<file path="config.mk">
export PLATFORM = sky130hd
export DESIGN_NAME = status_led_alert_logic
export DESIGN_NICKNAME = d
export VERILOG_FILES = /design/src/pkg/led_pkg.sv /design/src/hw/status_led_alert_logic.sv
export VERILOG_INCLUDE_DIRS = /design/src /design/src/pkg
export SDC_FILE = /design/constraint.sdc
export NUM_CORES = 1
export LEC_CHECK = 0
export ABC_AREA = 1
export BUFFER_PORTS_ARGS = -buffer_cell sky130_fd_sc_hd__buf_2
export CAP_MARGIN = 15
export CORE_AREA = 2 2 241 303
export DETAILED_ROUTE_END_ITERATION = 16
export DIE_AREA = 0 0 243 305
export GPL_TIMING_DRIVEN = 0
export MAX_ROUTING_LAYER = met4
export SKIP_LAST_GASP = 1
export SLEW_MARGIN = 20
export SYNTH_ARGS = -nofsm -noshare
export SYNTH_HDL_FRONTEND = slang
export SYNTH_SLANG_ARGS = --single-unit
</file>
<file path="constraint.sdc">
create_clock -name hclk -period 2 [get_ports hclk]
set_input_delay 0.3 -clock hclk [delete_from_list [all_inputs] [get_ports hclk]]
set_output_delay 0.3 -clock hclk [all_outputs]
set_load 0.01 [all_outputs]
</file>
<file path="src/pkg/led_consts.svh">
`ifndef LED_CONSTS_SVH
`define LED_CONSTS_SVH

`define CLK_HZ          40000000
`define BLINK_HALF_MS   250
`define SEC_MS          1000

`define OFS_CTRL        8'h00
`define OFS_BUS_TMO     8'h04
`define OFS_TEMP_ALERT  8'h08
`define OFS_HUM_ALERT   8'h0C
`define OFS_TEMP_RANGE  8'h10
`define OFS_HUM_RANGE   8'h14
`define OFS_CO2_ALERT   8'h18
`define OFS_LIGHT_LVL   8'h1C
`define OFS_STATUS      8'h20

`define CTRL_TERM_BIT   0
`define CTRL_ABC_BIT    1
`define CTRL_BOOT_BIT   2
`define CTRL_DL_BIT     3

`define CTRL_RST        4'h2
`define BUS_TMO_RST     16'h0000
`define BAND_RST        32'hFFFF_0000
`define CO2_ALERT_RST   32'hFFFF_FFFF

`define ST_LIGHT_LSB    0
`define ST_LIGHT_MSB    1
`define ST_GREEN_BIT    2
`define ST_YELLOW_BIT   3
`define ST_RED_BIT      4
`define ST_TMO_BIT      5
`define ST_WIDTH        6

`define HI_FIELD_LSB    16

`endif

</file>
<file path="src/pkg/led_pkg.sv">
`default_nettype none

package led_pkg;

  typedef enum logic [1:0] {
    LIGHT_STANDBY,
    LIGHT_LOW,
    LIGHT_ACTIVE
  } light_state_e;

  typedef enum logic [2:0] {
    MODE_BOOT,
    MODE_RED,
    MODE_YEL_ALERT,
    MODE_YEL_BLINK,
    MODE_GREEN
  } led_mode_e;

endpackage

`default_nettype wire

</file>
<file path="src/hw/status_led_alert_logic.sv">
// Local design decisions: the AHB-Lite interface to the registers and the register offsets.
`timescale 1ns/1ps
`default_nettype none
`include "led_consts.svh"

module status_led_alert_logic
  import led_pkg::*;
#(
  parameter int unsigned DW           = 16,
  parameter int unsigned BLINK_CYCLES = `CLK_HZ / 1000 * `BLINK_HALF_MS,
  parameter int unsigned SEC_CYCLES   = `CLK_HZ / 1000 * `SEC_MS
)(
  input  wire logic          hclk,
  input  wire logic          hresetn,
  input  wire logic          hsel,
  input  wire logic [31:0]   haddr,
  input  wire logic [1:0]    htrans,
  input  wire logic          hwrite,
  input  wire logic [2:0]    hsize,
  input  wire logic [31:0]   hwdata,
  input  wire logic          hready,
  output logic      [31:0]   hrdata,
  output logic               hreadyout,
  output logic               hresp,
  input  wire logic [DW-1:0] temp_value,
  input  wire logic [DW-1:0] hum_value,
  input  wire logic [DW-1:0] co2_value,
  input  wire logic [DW-1:0] light_value,
  input  wire logic          frame_ok,
  input  wire logic          sensor_link_lost,
  output logic               led_green,
  output logic               led_yellow,
  output logic               led_red,
  output logic               bus_termination_switch,
  output logic               auto_baseline_correction,
  output logic [1:0]         light_state
);

  function automatic logic outside_band(input logic [DW-1:0] v, input logic [31:0] band);
    outside_band = (v < band[DW-1:0]) || (v > band[`HI_FIELD_LSB+DW-1:`HI_FIELD_LSB]);
  endfunction

  function automatic logic at_range_end(input logic [DW-1:0] v, input logic [31:0] band);
    at_range_end = (v <= band[DW-1:0]) || (v >= band[`HI_FIELD_LSB+DW-1:`HI_FIELD_LSB]);
  endfunction

  logic [3:0]  ctrl_q;
  logic [15:0] bus_tmo_q;
  logic [31:0] temp_alert_q;
  logic [31:0] hum_alert_q;
  logic [31:0] temp_range_q;
  logic [31:0] hum_range_q;
  logic [31:0] co2_alert_q;
  logic [31:0] light_lvl_q;
  logic [7:0]  addr_q;
  logic        wr_q;

  // Bus slave: zero wait states, always OKAY
  wire         addr_phase = hsel && htrans[1] && hready;
  wire         wr_ctrl    = wr_q && (addr_q == `OFS_CTRL);
  wire         wr_tmo     = wr_q && (addr_q == `OFS_BUS_TMO);
  wire         wr_ta      = wr_q && (addr_q == `OFS_TEMP_ALERT);
  wire         wr_ha      = wr_q && (addr_q == `OFS_HUM_ALERT);
  wire         wr_tr      = wr_q && (addr_q == `OFS_TEMP_RANGE);
  wire         wr_hr      = wr_q && (addr_q == `OFS_HUM_RANGE);
  wire         wr_co2     = wr_q && (addr_q == `OFS_CO2_ALERT);
  wire         wr_light   = wr_q && (addr_q == `OFS_LIGHT_LVL);

  logic [`ST_WIDTH-1:0] status_w;
  logic [31:0]          rd_mux;

  always_ff @(posedge hclk or negedge hresetn)
  begin
    if (!hresetn)
    begin
      addr_q    <= 8'h00;
      wr_q      <= 1'b0;
      hrdata    <= 32'h0000_0000;
      hreadyout <= 1'b0;
      hresp     <= 1'b0;
    end
    else
    begin
      addr_q    <= haddr[7:0];
      wr_q      <= addr_phase && hwrite && (haddr[31:8] == 24'h00_0000);
      hrdata    <= (addr_phase && !hwrite) ? rd_mux : 32'h0000_0000;
      hreadyout <= 1'b1;
      hresp     <= 1'b0;
    end
  end

  // Read data is captured in the address phase so it stands in the data phase
  always_comb
  begin
    rd_mux = 32'h0000_0000;
    if (haddr[31:8] == 24'h00_0000)
    begin
      unique case (haddr[7:0])
        `OFS_CTRL:       rd_mux = {28'h000_0000, ctrl_q};
        `OFS_BUS_TMO:    rd_mux = {16'h0000, bus_tmo_q};
        `OFS_TEMP_ALERT: rd_mux = temp_alert_q;
        `OFS_HUM_ALERT:  rd_mux = hum_alert_q;
        `OFS_TEMP_RANGE: rd_mux = temp_range_q;
        `OFS_HUM_RANGE:  rd_mux = hum_range_q;
        `OFS_CO2_ALERT:  rd_mux = co2_alert_q;
        `OFS_LIGHT_LVL:  rd_mux = light_lvl_q;
        `OFS_STATUS:     rd_mux = {26'h000_0000, status_w};
        default:         rd_mux = 32'h0000_0000;
      endcase
    end
  end

  always_ff @(posedge hclk or negedge hresetn)
  begin
    if (!hresetn)
    begin
      ctrl_q       <= `CTRL_RST;
      bus_tmo_q    <= `BUS_TMO_RST;
      temp_alert_q <= `BAND_RST;
      hum_alert_q  <= `BAND_RST;
      temp_range_q <= `BAND_RST;
      hum_range_q  <= `BAND_RST;
      co2_alert_q  <= `CO2_ALERT_RST;
      light_lvl_q  <= `BAND_RST;
    end
    else
    begin
      if (wr_ctrl)  ctrl_q       <= hwdata[3:0];
      if (wr_tmo)   bus_tmo_q    <= hwdata[15:0];
      if (wr_ta)    temp_alert_q <= hwdata;
      if (wr_ha)    hum_alert_q  <= hwdata;
      if (wr_tr)    temp_range_q <= hwdata;
      if (wr_hr)    hum_range_q  <= hwdata;
      if (wr_co2)   co2_alert_q  <= hwdata;
      if (wr_light) light_lvl_q  <= hwdata;
    end
  end

  // Shared blink phase and one-second tick for the bus timeout
  logic [31:0] blink_cnt_q;
  logic [31:0] sec_cnt_q;
  logic [15:0] elapsed_q;
  logic        blink_q;
  wire         blink_tick = (blink_cnt_q == BLINK_CYCLES - 1);
  wire         sec_tick   = (sec_cnt_q == SEC_CYCLES - 1);

  always_ff @(posedge hclk or negedge hresetn)
  begin
    if (!hresetn)
    begin
      blink_cnt_q <= 32'h0000_0000;
      blink_q     <= 1'b0;
    end
    else
    begin
      blink_cnt_q <= blink_tick ? 32'h0000_0000 : blink_cnt_q + 32'h0000_0001;
      if (blink_tick)
        blink_q <= !blink_q;
    end
  end

  // A frame restarts the wait; it wins over a second tick in the same cycle
  always_ff @(posedge hclk or negedge hresetn)
  begin
    if (!hresetn)
    begin
      sec_cnt_q <= 32'h0000_0000;
      elapsed_q <= 16'h0000;
    end
    else if (frame_ok)
    begin
      sec_cnt_q <= 32'h0000_0000;
      elapsed_q <= 16'h0000;
    end
    else
    begin
      sec_cnt_q <= sec_tick ? 32'h0000_0000 : sec_cnt_q + 32'h0000_0001;
      if (sec_tick && (elapsed_q != 16'hFFFF))
        elapsed_q <= elapsed_q + 16'h0001;
    end
  end

  wire tmo_active = (bus_tmo_q != 16'h0000) && (elapsed_q >= bus_tmo_q) && !frame_ok;

  // Measurement classification
  wire boot       = ctrl_q[`CTRL_BOOT_BIT];
  wire download   = ctrl_q[`CTRL_DL_BIT];
  wire red_meas   = at_range_end(temp_value, temp_range_q)
                 || at_range_end(hum_value, hum_range_q)
                 || (co2_value >= co2_alert_q[`HI_FIELD_LSB+DW-1:`HI_FIELD_LSB]);
  wire yel_alert  = outside_band(temp_value, temp_alert_q)
                 || outside_band(hum_value, hum_alert_q)
                 || (co2_value >= co2_alert_q[DW-1:0]);
  wire red_any    = red_meas || sensor_link_lost;

  led_mode_e mode;
  assign mode = boot      ? MODE_BOOT      :
                red_any   ? MODE_RED       :
                yel_alert ? MODE_YEL_ALERT :
                tmo_active ? MODE_YEL_BLINK : MODE_GREEN;

  logic green_d;
  logic yellow_d;
  logic red_d;

  always_comb
  begin
    green_d  = 1'b0;
    yellow_d = 1'b0;
    red_d    = 1'b0;
    unique case (mode)
      MODE_BOOT:
      begin
        green_d  = blink_q;
        yellow_d = !blink_q;
        red_d    = download && blink_q;
      end
      MODE_RED:       red_d    = red_meas ? 1'b1 : blink_q;
      MODE_YEL_ALERT: yellow_d = 1'b1;
      MODE_YEL_BLINK: yellow_d = blink_q;
      MODE_GREEN:     green_d  = 1'b1;
    endcase
  end

  wire light_stby = light_value < light_lvl_q[DW-1:0];
  wire light_act  = light_value > light_lvl_q[`HI_FIELD_LSB+DW-1:`HI_FIELD_LSB];
  light_state_e light_d;
  assign light_d = light_stby ? LIGHT_STANDBY : light_act ? LIGHT_ACTIVE : LIGHT_LOW;

  assign status_w = {tmo_active, led_red, led_yellow, led_green, light_state};

  always_ff @(posedge hclk or negedge hresetn)
  begin
    if (!hresetn)
    begin
      led_green                <= 1'b0;
      led_yellow               <= 1'b0;
      led_red                  <= 1'b0;
      bus_termination_switch   <= 1'b0;
      auto_baseline_correction <= 1'b1;
      light_state              <= 2'h0;
    end
    else
    begin
      led_green                <= green_d;
      led_yellow               <= yellow_d;
      led_red                  <= red_d;
      bus_termination_switch   <= ctrl_q[`CTRL_TERM_BIT];
      auto_baseline_correction <= ctrl_q[`CTRL_ABC_BIT];
      light_state              <= light_d;
    end
  end
endmodule // status_led_alert_logic

`default_nettype wire

</file>
## Word level (Yosys, flattened, before mapping)

Index checks and enable logic that the tools add are counted.

- Output and inout bits: 41
- Word-level logic and storage cells: 113
- Bits of input ports: 140
- Register bits after elaboration: 342

- Add/sub/neg operators: 3
- Magnitude comparators: 13
- Equality and inequality tests: 22
- Muxes and demuxes: 18
- Reduce and logical (&&, ||, !) cells: 35

Operators by type and width:

| kind | count |
|---|---|
| $pmux 32 s9 | 1 |
| $mux 32 | 5 |
| $ge 16x16->1 | 5 |
| $add 32x1->32 const B | 2 |
| $eq 8x5->1 const B | 8 |
| $gt 16x16->1 | 3 |
| $lt 16x16->1 | 3 |
| $eq 32x24->1 const B | 1 |
| $eq 32x26->1 const B | 1 |
| $eq 8x4->1 const B | 4 |
| $le 16x16->1 | 2 |
| $mux 16 | 2 |
| $logic_not 24->1 | 1 |
| $logic_and 1x1->1 | 17 |
| $add 16x1->16 const B | 1 |
| $eq 8x3->1 const B | 2 |
| $logic_not 8->1 | 2 |
| $ne 16x16->1 const B | 1 |
| $reduce_bool 16->1 | 1 |
| $mux 3 | 4 |
| $logic_or 1x1->1 | 9 |
| $eq 8x6->1 const B | 1 |
| $eq 3x2->1 const B | 2 |
| $mux 2 | 2 |
| 8 further kinds | 11 |

## Logic depth before layout (Yosys ltp)

- Depth in word-level cells: 9
- Mapped depth: 18
- Mapped depth without buffers: 18

## Worst setup path before layout

OpenSTA, ideal clock, no wires.

- Kind: reg-to-reg
- From: reg hum_alert_q[31]
- To: reg led_yellow
- Setup time: 0.116 ns
- Stages on the path, launching flop included: 12
- Slack: 0.167 ns
- Clock period less this slack: 1.833 ns
- Arrival time: 1.716 ns
- Buffers on the path: 0
- Path through: dfstp_2 -> inv_1 -> ha_1 -> nand2_1 -> nor4_1 -> nand3_1 -> nand2_1 -> nand2_1 -> nor2_1 -> o211ai_1 -> nand2_1 -> nand2_1

- Word-level cells in the longest chain between the ends: 9
- Elaborated cells between the ends (all ways): 11
- Those cells by class: order compare (1); eq/ne (2); mux (4); reduce/logical (4)

Ends and longest elaborated chain:

| item | RTL line | source |
|---|---|---|
| start, declared | status_led_alert_logic.sv:50 | `logic [31:0] hum_alert_q;` |
| start signal, assigned | status_led_alert_logic.sv:120 | `` hum_alert_q <= `BAND_RST; `` |
| start signal, assigned | status_led_alert_logic.sv:131 | `if (wr_ha) hum_alert_q <= hwdata;` |
| $gt 16x16->1 * | status_led_alert_logic.sv:40 | `` outside_band = (v < band[DW-1:0]) \|\| (v > band[`HI_FIELD_LSB+DW-1:`HI_FIELD_LSB]); `` |
| $logic_or 1x1->1 * | status_led_alert_logic.sv:40 |  |
| $logic_or 1x1->1 * | status_led_alert_logic.sv:192 | `\|\| outside_band(hum_value, hum_alert_q)` |
| $logic_or 1x1->1 * | status_led_alert_logic.sv:193 | `\|\| (co2_value >= co2_alert_q[DW-1:0]);` |
| $mux 3 * | status_led_alert_logic.sv:199 | `yel_alert ? MODE_YEL_ALERT :` |
| $mux 3 * | status_led_alert_logic.sv:198 | `red_any ? MODE_RED :` |
| $mux 3 * | status_led_alert_logic.sv:197 | `assign mode = boot ? MODE_BOOT :` |
| $eq 3x2->1 or $logic_not 3->1 (tied branches) | status_led_alert_logic.sv:211 | `unique case (mode)` |
| $pmux 1 s3 * | status_led_alert_logic.sv:211 |  |
| via yellow_d | status_led_alert_logic.sv:203 | `logic yellow_d;` |
| end signal, assigned | status_led_alert_logic.sv:246 | `led_yellow <= yellow_d;` |
| end, declared | status_led_alert_logic.sv:32 | `output logic led_yellow,` |

The timed path passes the listed nets; every way through them passes the cells marked *.
A chain may end at the register's enable or synchronous reset.

## Worst setup path after layout

- From: reg temp_alert_q[26]
- To: reg led_yellow

- Word-level cells in the longest chain between the ends: 9
- Elaborated cells between the ends (all ways): 11
- Those cells by class: order compare (1); eq/ne (2); mux (4); reduce/logical (4)

Ends and longest elaborated chain:

| item | RTL line | source |
|---|---|---|
| start, declared | status_led_alert_logic.sv:49 | `logic [31:0] temp_alert_q;` |
| start signal, assigned | status_led_alert_logic.sv:119 | `` temp_alert_q <= `BAND_RST; `` |
| start signal, assigned | status_led_alert_logic.sv:130 | `if (wr_ta) temp_alert_q <= hwdata;` |
| $gt 16x16->1 * | status_led_alert_logic.sv:40 |  |
| $logic_or 1x1->1 * | status_led_alert_logic.sv:40 |  |
| $logic_or 1x1->1 * | status_led_alert_logic.sv:192 |  |
| $logic_or 1x1->1 * | status_led_alert_logic.sv:193 |  |
| $mux 3 * | status_led_alert_logic.sv:199 |  |
| $mux 3 * | status_led_alert_logic.sv:198 |  |
| $mux 3 * | status_led_alert_logic.sv:197 |  |
| $eq 3x2->1 or $logic_not 3->1 (tied branches) | status_led_alert_logic.sv:211 |  |
| $pmux 1 s3 * | status_led_alert_logic.sv:211 |  |
| via yellow_d | status_led_alert_logic.sv:203 |  |

Marked as above.

==> flow_metrics.env <==
export IMPL_pin_count=181
export IMPL_port_buffers=174
export IMPL_synth_top_area_cell="dfrtp_1"
export IMPL_holdPathStages=3
export IMPL_p_per_area_mw_per_mm2=630
export IMPL_hold_class="in -> reg"
export IMPL_grt_max_degree=99
export IMPL_reg2reg_depth=11
export IMPL_drv_slew=0
export IMPL_arrival_ps=2530
export IMPL_synthFlopType="dfrtp_1"
export IMPL_worst_slack_ps=-85.0
export IMPL_start_util_pct=28.7
export IMPL_timing_fmax_mhz=480
export IMPL_final_nets=3161
export IMPL_rsz0062_at_grt="yes"
export IMPL_crit_top_cell="nand2_1"
export IMPL_violations="setup timing"
export IMPL_worstPathRequired_ps=2440
export IMPL_grtUsageTotal_pct=21.2
export IMPL_num_vias=18712
export IMPL_tightest_slew_ps=974
export IMPL_grt_pass1_wl_um=115000
export IMPL_synthCells=2544
export IMPL_routabilityCongestion=0.957
export IMPL_antenna_found_initial=7
export IMPL_p_leak_nw=14.2
export IMPL_syn_area_per_cell_um2=8.05
export IMPL_fin_crit_ps=2080
export IMPL_htree_levels=2
export IMPL_numCtsBuffers=43
export IMPL_synth_top_cell_area_share_pct=27.9
export IMPL_synth_nets=2892
export IMPL_ys_async_sr_fraction_pct=100
export IMPL_r2r_start="temp_alert_q[26]"
export IMPL_synthTopCellsByArea="dfrtp_1 28%, dfstp_2 15%, ha_1 13%, nand2_1 10%, inv_1 7.4%"
export IMPL_rows=110
export IMPL_drive_above_1_share_pct=21.1
export IMPL_synth_seq_cells=342
export IMPL_max_stage_delay_ps=530
export IMPL_dr_pass1_iters=5
export IMPL_yosysSeqAreaShare_pct=42.5
export IMPL_start_kind="register"
export IMPL_crit_fanout=2
export IMPL_run_status="finished with violations"
export IMPL_synth_edf_count=0
export IMPL_dieArea_mm2=0.0741
export IMPL_wire_per_inst_um=20.3
export IMPL_cts_root_buffer_cell="clkbuf_16"
export IMPL_period_share_pct=104
export IMPL_drtIter0Drc=1330
export IMPL_postLayoutCoreUtil_pct=35.6
export IMPL_rr_endpoint="led_yellow"
export IMPL_crit_path_cell_trace="inv_1 > ha_4 > nand4_1 > nor3_4 > nand3_2 > nand2_2 > nand2_4 > nor2_4 > o211ai_1 > nand2_1 > nand2_1"
export IMPL_fin_tns_setup_ps=-186
export IMPL_min_to="wr_q"
export IMPL_finalWirelength_um=77300
export IMPL_relSlewSlack_pct=34.6
export IMPL_drc=0
export IMPL_cpMaxStageDelayCell="dfstp_2"
export IMPL_dpl_hpwl_um=59300
export IMPL_worstHoldStart="htrans[1]"
export IMPL_grt_pass1_vias=18741
export IMPL_routed_via_density=4.92
export IMPL_drtAntennaViolNets=0
export IMPL_cts_buffer_depth=3
export IMPL_peakVddDrop_mv=0.498
export IMPL_end_kind="register"
export IMPL_die_x_um=243
export IMPL_synthToLayoutAreaGrowth_pct=23.8
export IMPL_setup_violations_final=3
export IMPL_clkSinkCount=342
export IMPL_hold_viol_final=0
export IMPL_cap_violations=0
export IMPL_syn_cell_area_mm2=0.0205
export IMPL_cts_tree="done"
export IMPL_reg2reg_slack_ps=-80
export IMPL_clk_pin_slew_worst_paths_ps=60
export IMPL_worstSetupPathType="reg -> reg"
export IMPL_core_area_mm2=0.0713
export IMPL_ys_types=50
export IMPL_clock_skew_ps=28.9
export IMPL_die_y_um=305
export IMPL_ys_warn_count=0
export IMPL_clk_latency_ps=580
export IMPL_grt_ovfl_total=0
[repair_timing]
item	in CTS	in global routing
hold endpoints to repair	58	0
gates resized for setup	102	106
endpoints found under the setup margin	212	171
hold buffers	10	0
pin swaps	38	45
setup buffers	20	16
[area by class of cell]
type	count	area, µm²
Fill cell	7548	45900
Multi-Input combinational cell	1730	10800
Sequential cell	342	8710
Inverter	408	1540
Timing Repair Buffer	224	1390
Clock buffer	65	1300
Tap cell	952	1190
Buffer	64	275
Clock inverter	14	128
Antenna cell	7	17.5
[flip-flops by register name, indices dropped and copies added, names as in the netlist]
| register | cells |
|---|---|
| addr_q | 8 |
| auto_baseline_correction | 1 |
| blink_cnt_q | 32 |
| blink_q | 1 |
| bus_termination_switch | 1 |
| bus_tmo_q | 16 |
| co2_alert_q | 32 |
| ctrl_q | 4 |
| elapsed_q | 16 |
| hrdata | 32 |
| hreadyout | 1 |
| hum_alert_q | 32 |
| hum_range_q | 32 |
| led_green | 1 |
| led_red | 1 |
| led_yellow | 1 |
| light_lvl_q | 32 |
| light_state | 2 |
| sec_cnt_q | 32 |
| temp_alert_q | 32 |
| temp_range_q | 32 |
| wr_q | 1 |
[stage by stage]
step                      hold WS (ps)  cells  setup WS, ps  total power [W]  area, µm²
after floorplan                   4.41   2544           167          0.00741      20500
after global placement             380   3670         -6320          0.00799      22500
after detailed placement           243   3674          -775          0.00803      22700
after CTS                         4.08   3783         -72.5           0.0161      24800
after global routing              32.5   3806          -174           0.0165      25400
final                             39.4   3806         -85.0           0.0160      25400
[cells in the mapped netlist (all sizes together) (2+ instances only)]
master	number
nor3b	7
clkbuf	55
dfstp	114
o21ai	268
conb	2
inv	406
nor4	28
nand4	46
o2111ai	2
o211ai	3
dfrtp	228
a21oi	158
buf	9
o22ai	51
xor2	50
clkinv	2
a22o	2
o21bai	4
o21a	11
o31ai	18
nor2	165
or2	3
ha	208
xnor2	4
o221ai	11
nand2	557
nor3	62
nand3	62
[worst max path at each step]
stage,start,slack (ps),endpoint
finish,temp_alert_q[26],-80,led_yellow
global placement,hresetn,-6320,temp_alert_q[15]
floorplan,hum_alert_q[31],170,led_yellow
global route,hum_alert_q[23],-170,led_green
CTS,hum_alert_q[26],-70,led_green
detailed placement,haddr[5],-780,hrdata[6]
[power breakdown]
group	internal [W]	total [W]	switching, W
registers	0.00695	0.00697	0.0000172
clock network	0.00474	0.00799	0.00325
logic	0.000306	0.00103	0.000722
total	0.0120	0.0160	0.00399
[layer usage]
metal  routed length (µm)  GRT usage, %  vias up
li1                     -             -     8951
met1                29100          23.1     8914
met2                37800          36.1      598
met3                 4530          3.34      249
met4                 5810          13.3        0
met5                    0             -        -
[cells in the final DEF (no fill, tap or decap), types with 7 or more instances in the layout]
| cell | instances |
|---|---|
| a21oi_1 | 136 |
| a21oi_2 | 21 |
| buf_2 | 180 |
| buf_4 | 36 |
| clkbuf_1 | 50 |
| clkbuf_16 | 45 |
| clkbuf_2 | 15 |
| clkbuf_8 | 10 |
| clkinv_2 | 9 |
| dfrtp_1 | 223 |
| dfstp_2 | 114 |
| diode_2 | 7 |
| dlygate4sd3_1 | 10 |
| ha_1 | 178 |
| ha_4 | 28 |
| inv_1 | 380 |
| inv_2 | 25 |
| nand2_1 | 528 |
| nand2_2 | 23 |
| nand3_1 | 52 |
| nand3_2 | 7 |
| nand4_1 | 46 |
| nor2_1 | 139 |
| nor2_2 | 17 |
| nor2_4 | 8 |
| nor3_1 | 48 |
| nor3_2 | 10 |
| nor4_1 | 24 |
| o21a_1 | 11 |
| o21ai_0 | 257 |
| o21ai_1 | 8 |
| o221ai_1 | 10 |
| o22ai_1 | 51 |
| o31ai_1 | 14 |
| xor2_1 | 50 |
[critical path, delay by kind of cell, from the launching register on]
kind,cells,cell delay (ps)
AOI/OAI and AO/OA,1,120
DFF,1,530
adders and majority gates,1,270
buffers and inverters,1,60
and+or+nand+nor,8,970
[cell families (layout without fill, tap and decap cells)]
family | Yosys count | after routing | share of synthesized area [%]
flops | 342 | 342 | 42.5
other cells | 2 | 9 | 0.0367
compound gates | 532 | 532 | 14.1
xor+xnor | 54 | 54 | 2.31
buf+inv | 472 | 775 | 8.73
fa+ha+maj | 208 | 208 | 12.7
simple gates | 934 | 934 | 19.6
Power figures use the tool's default switching activity.
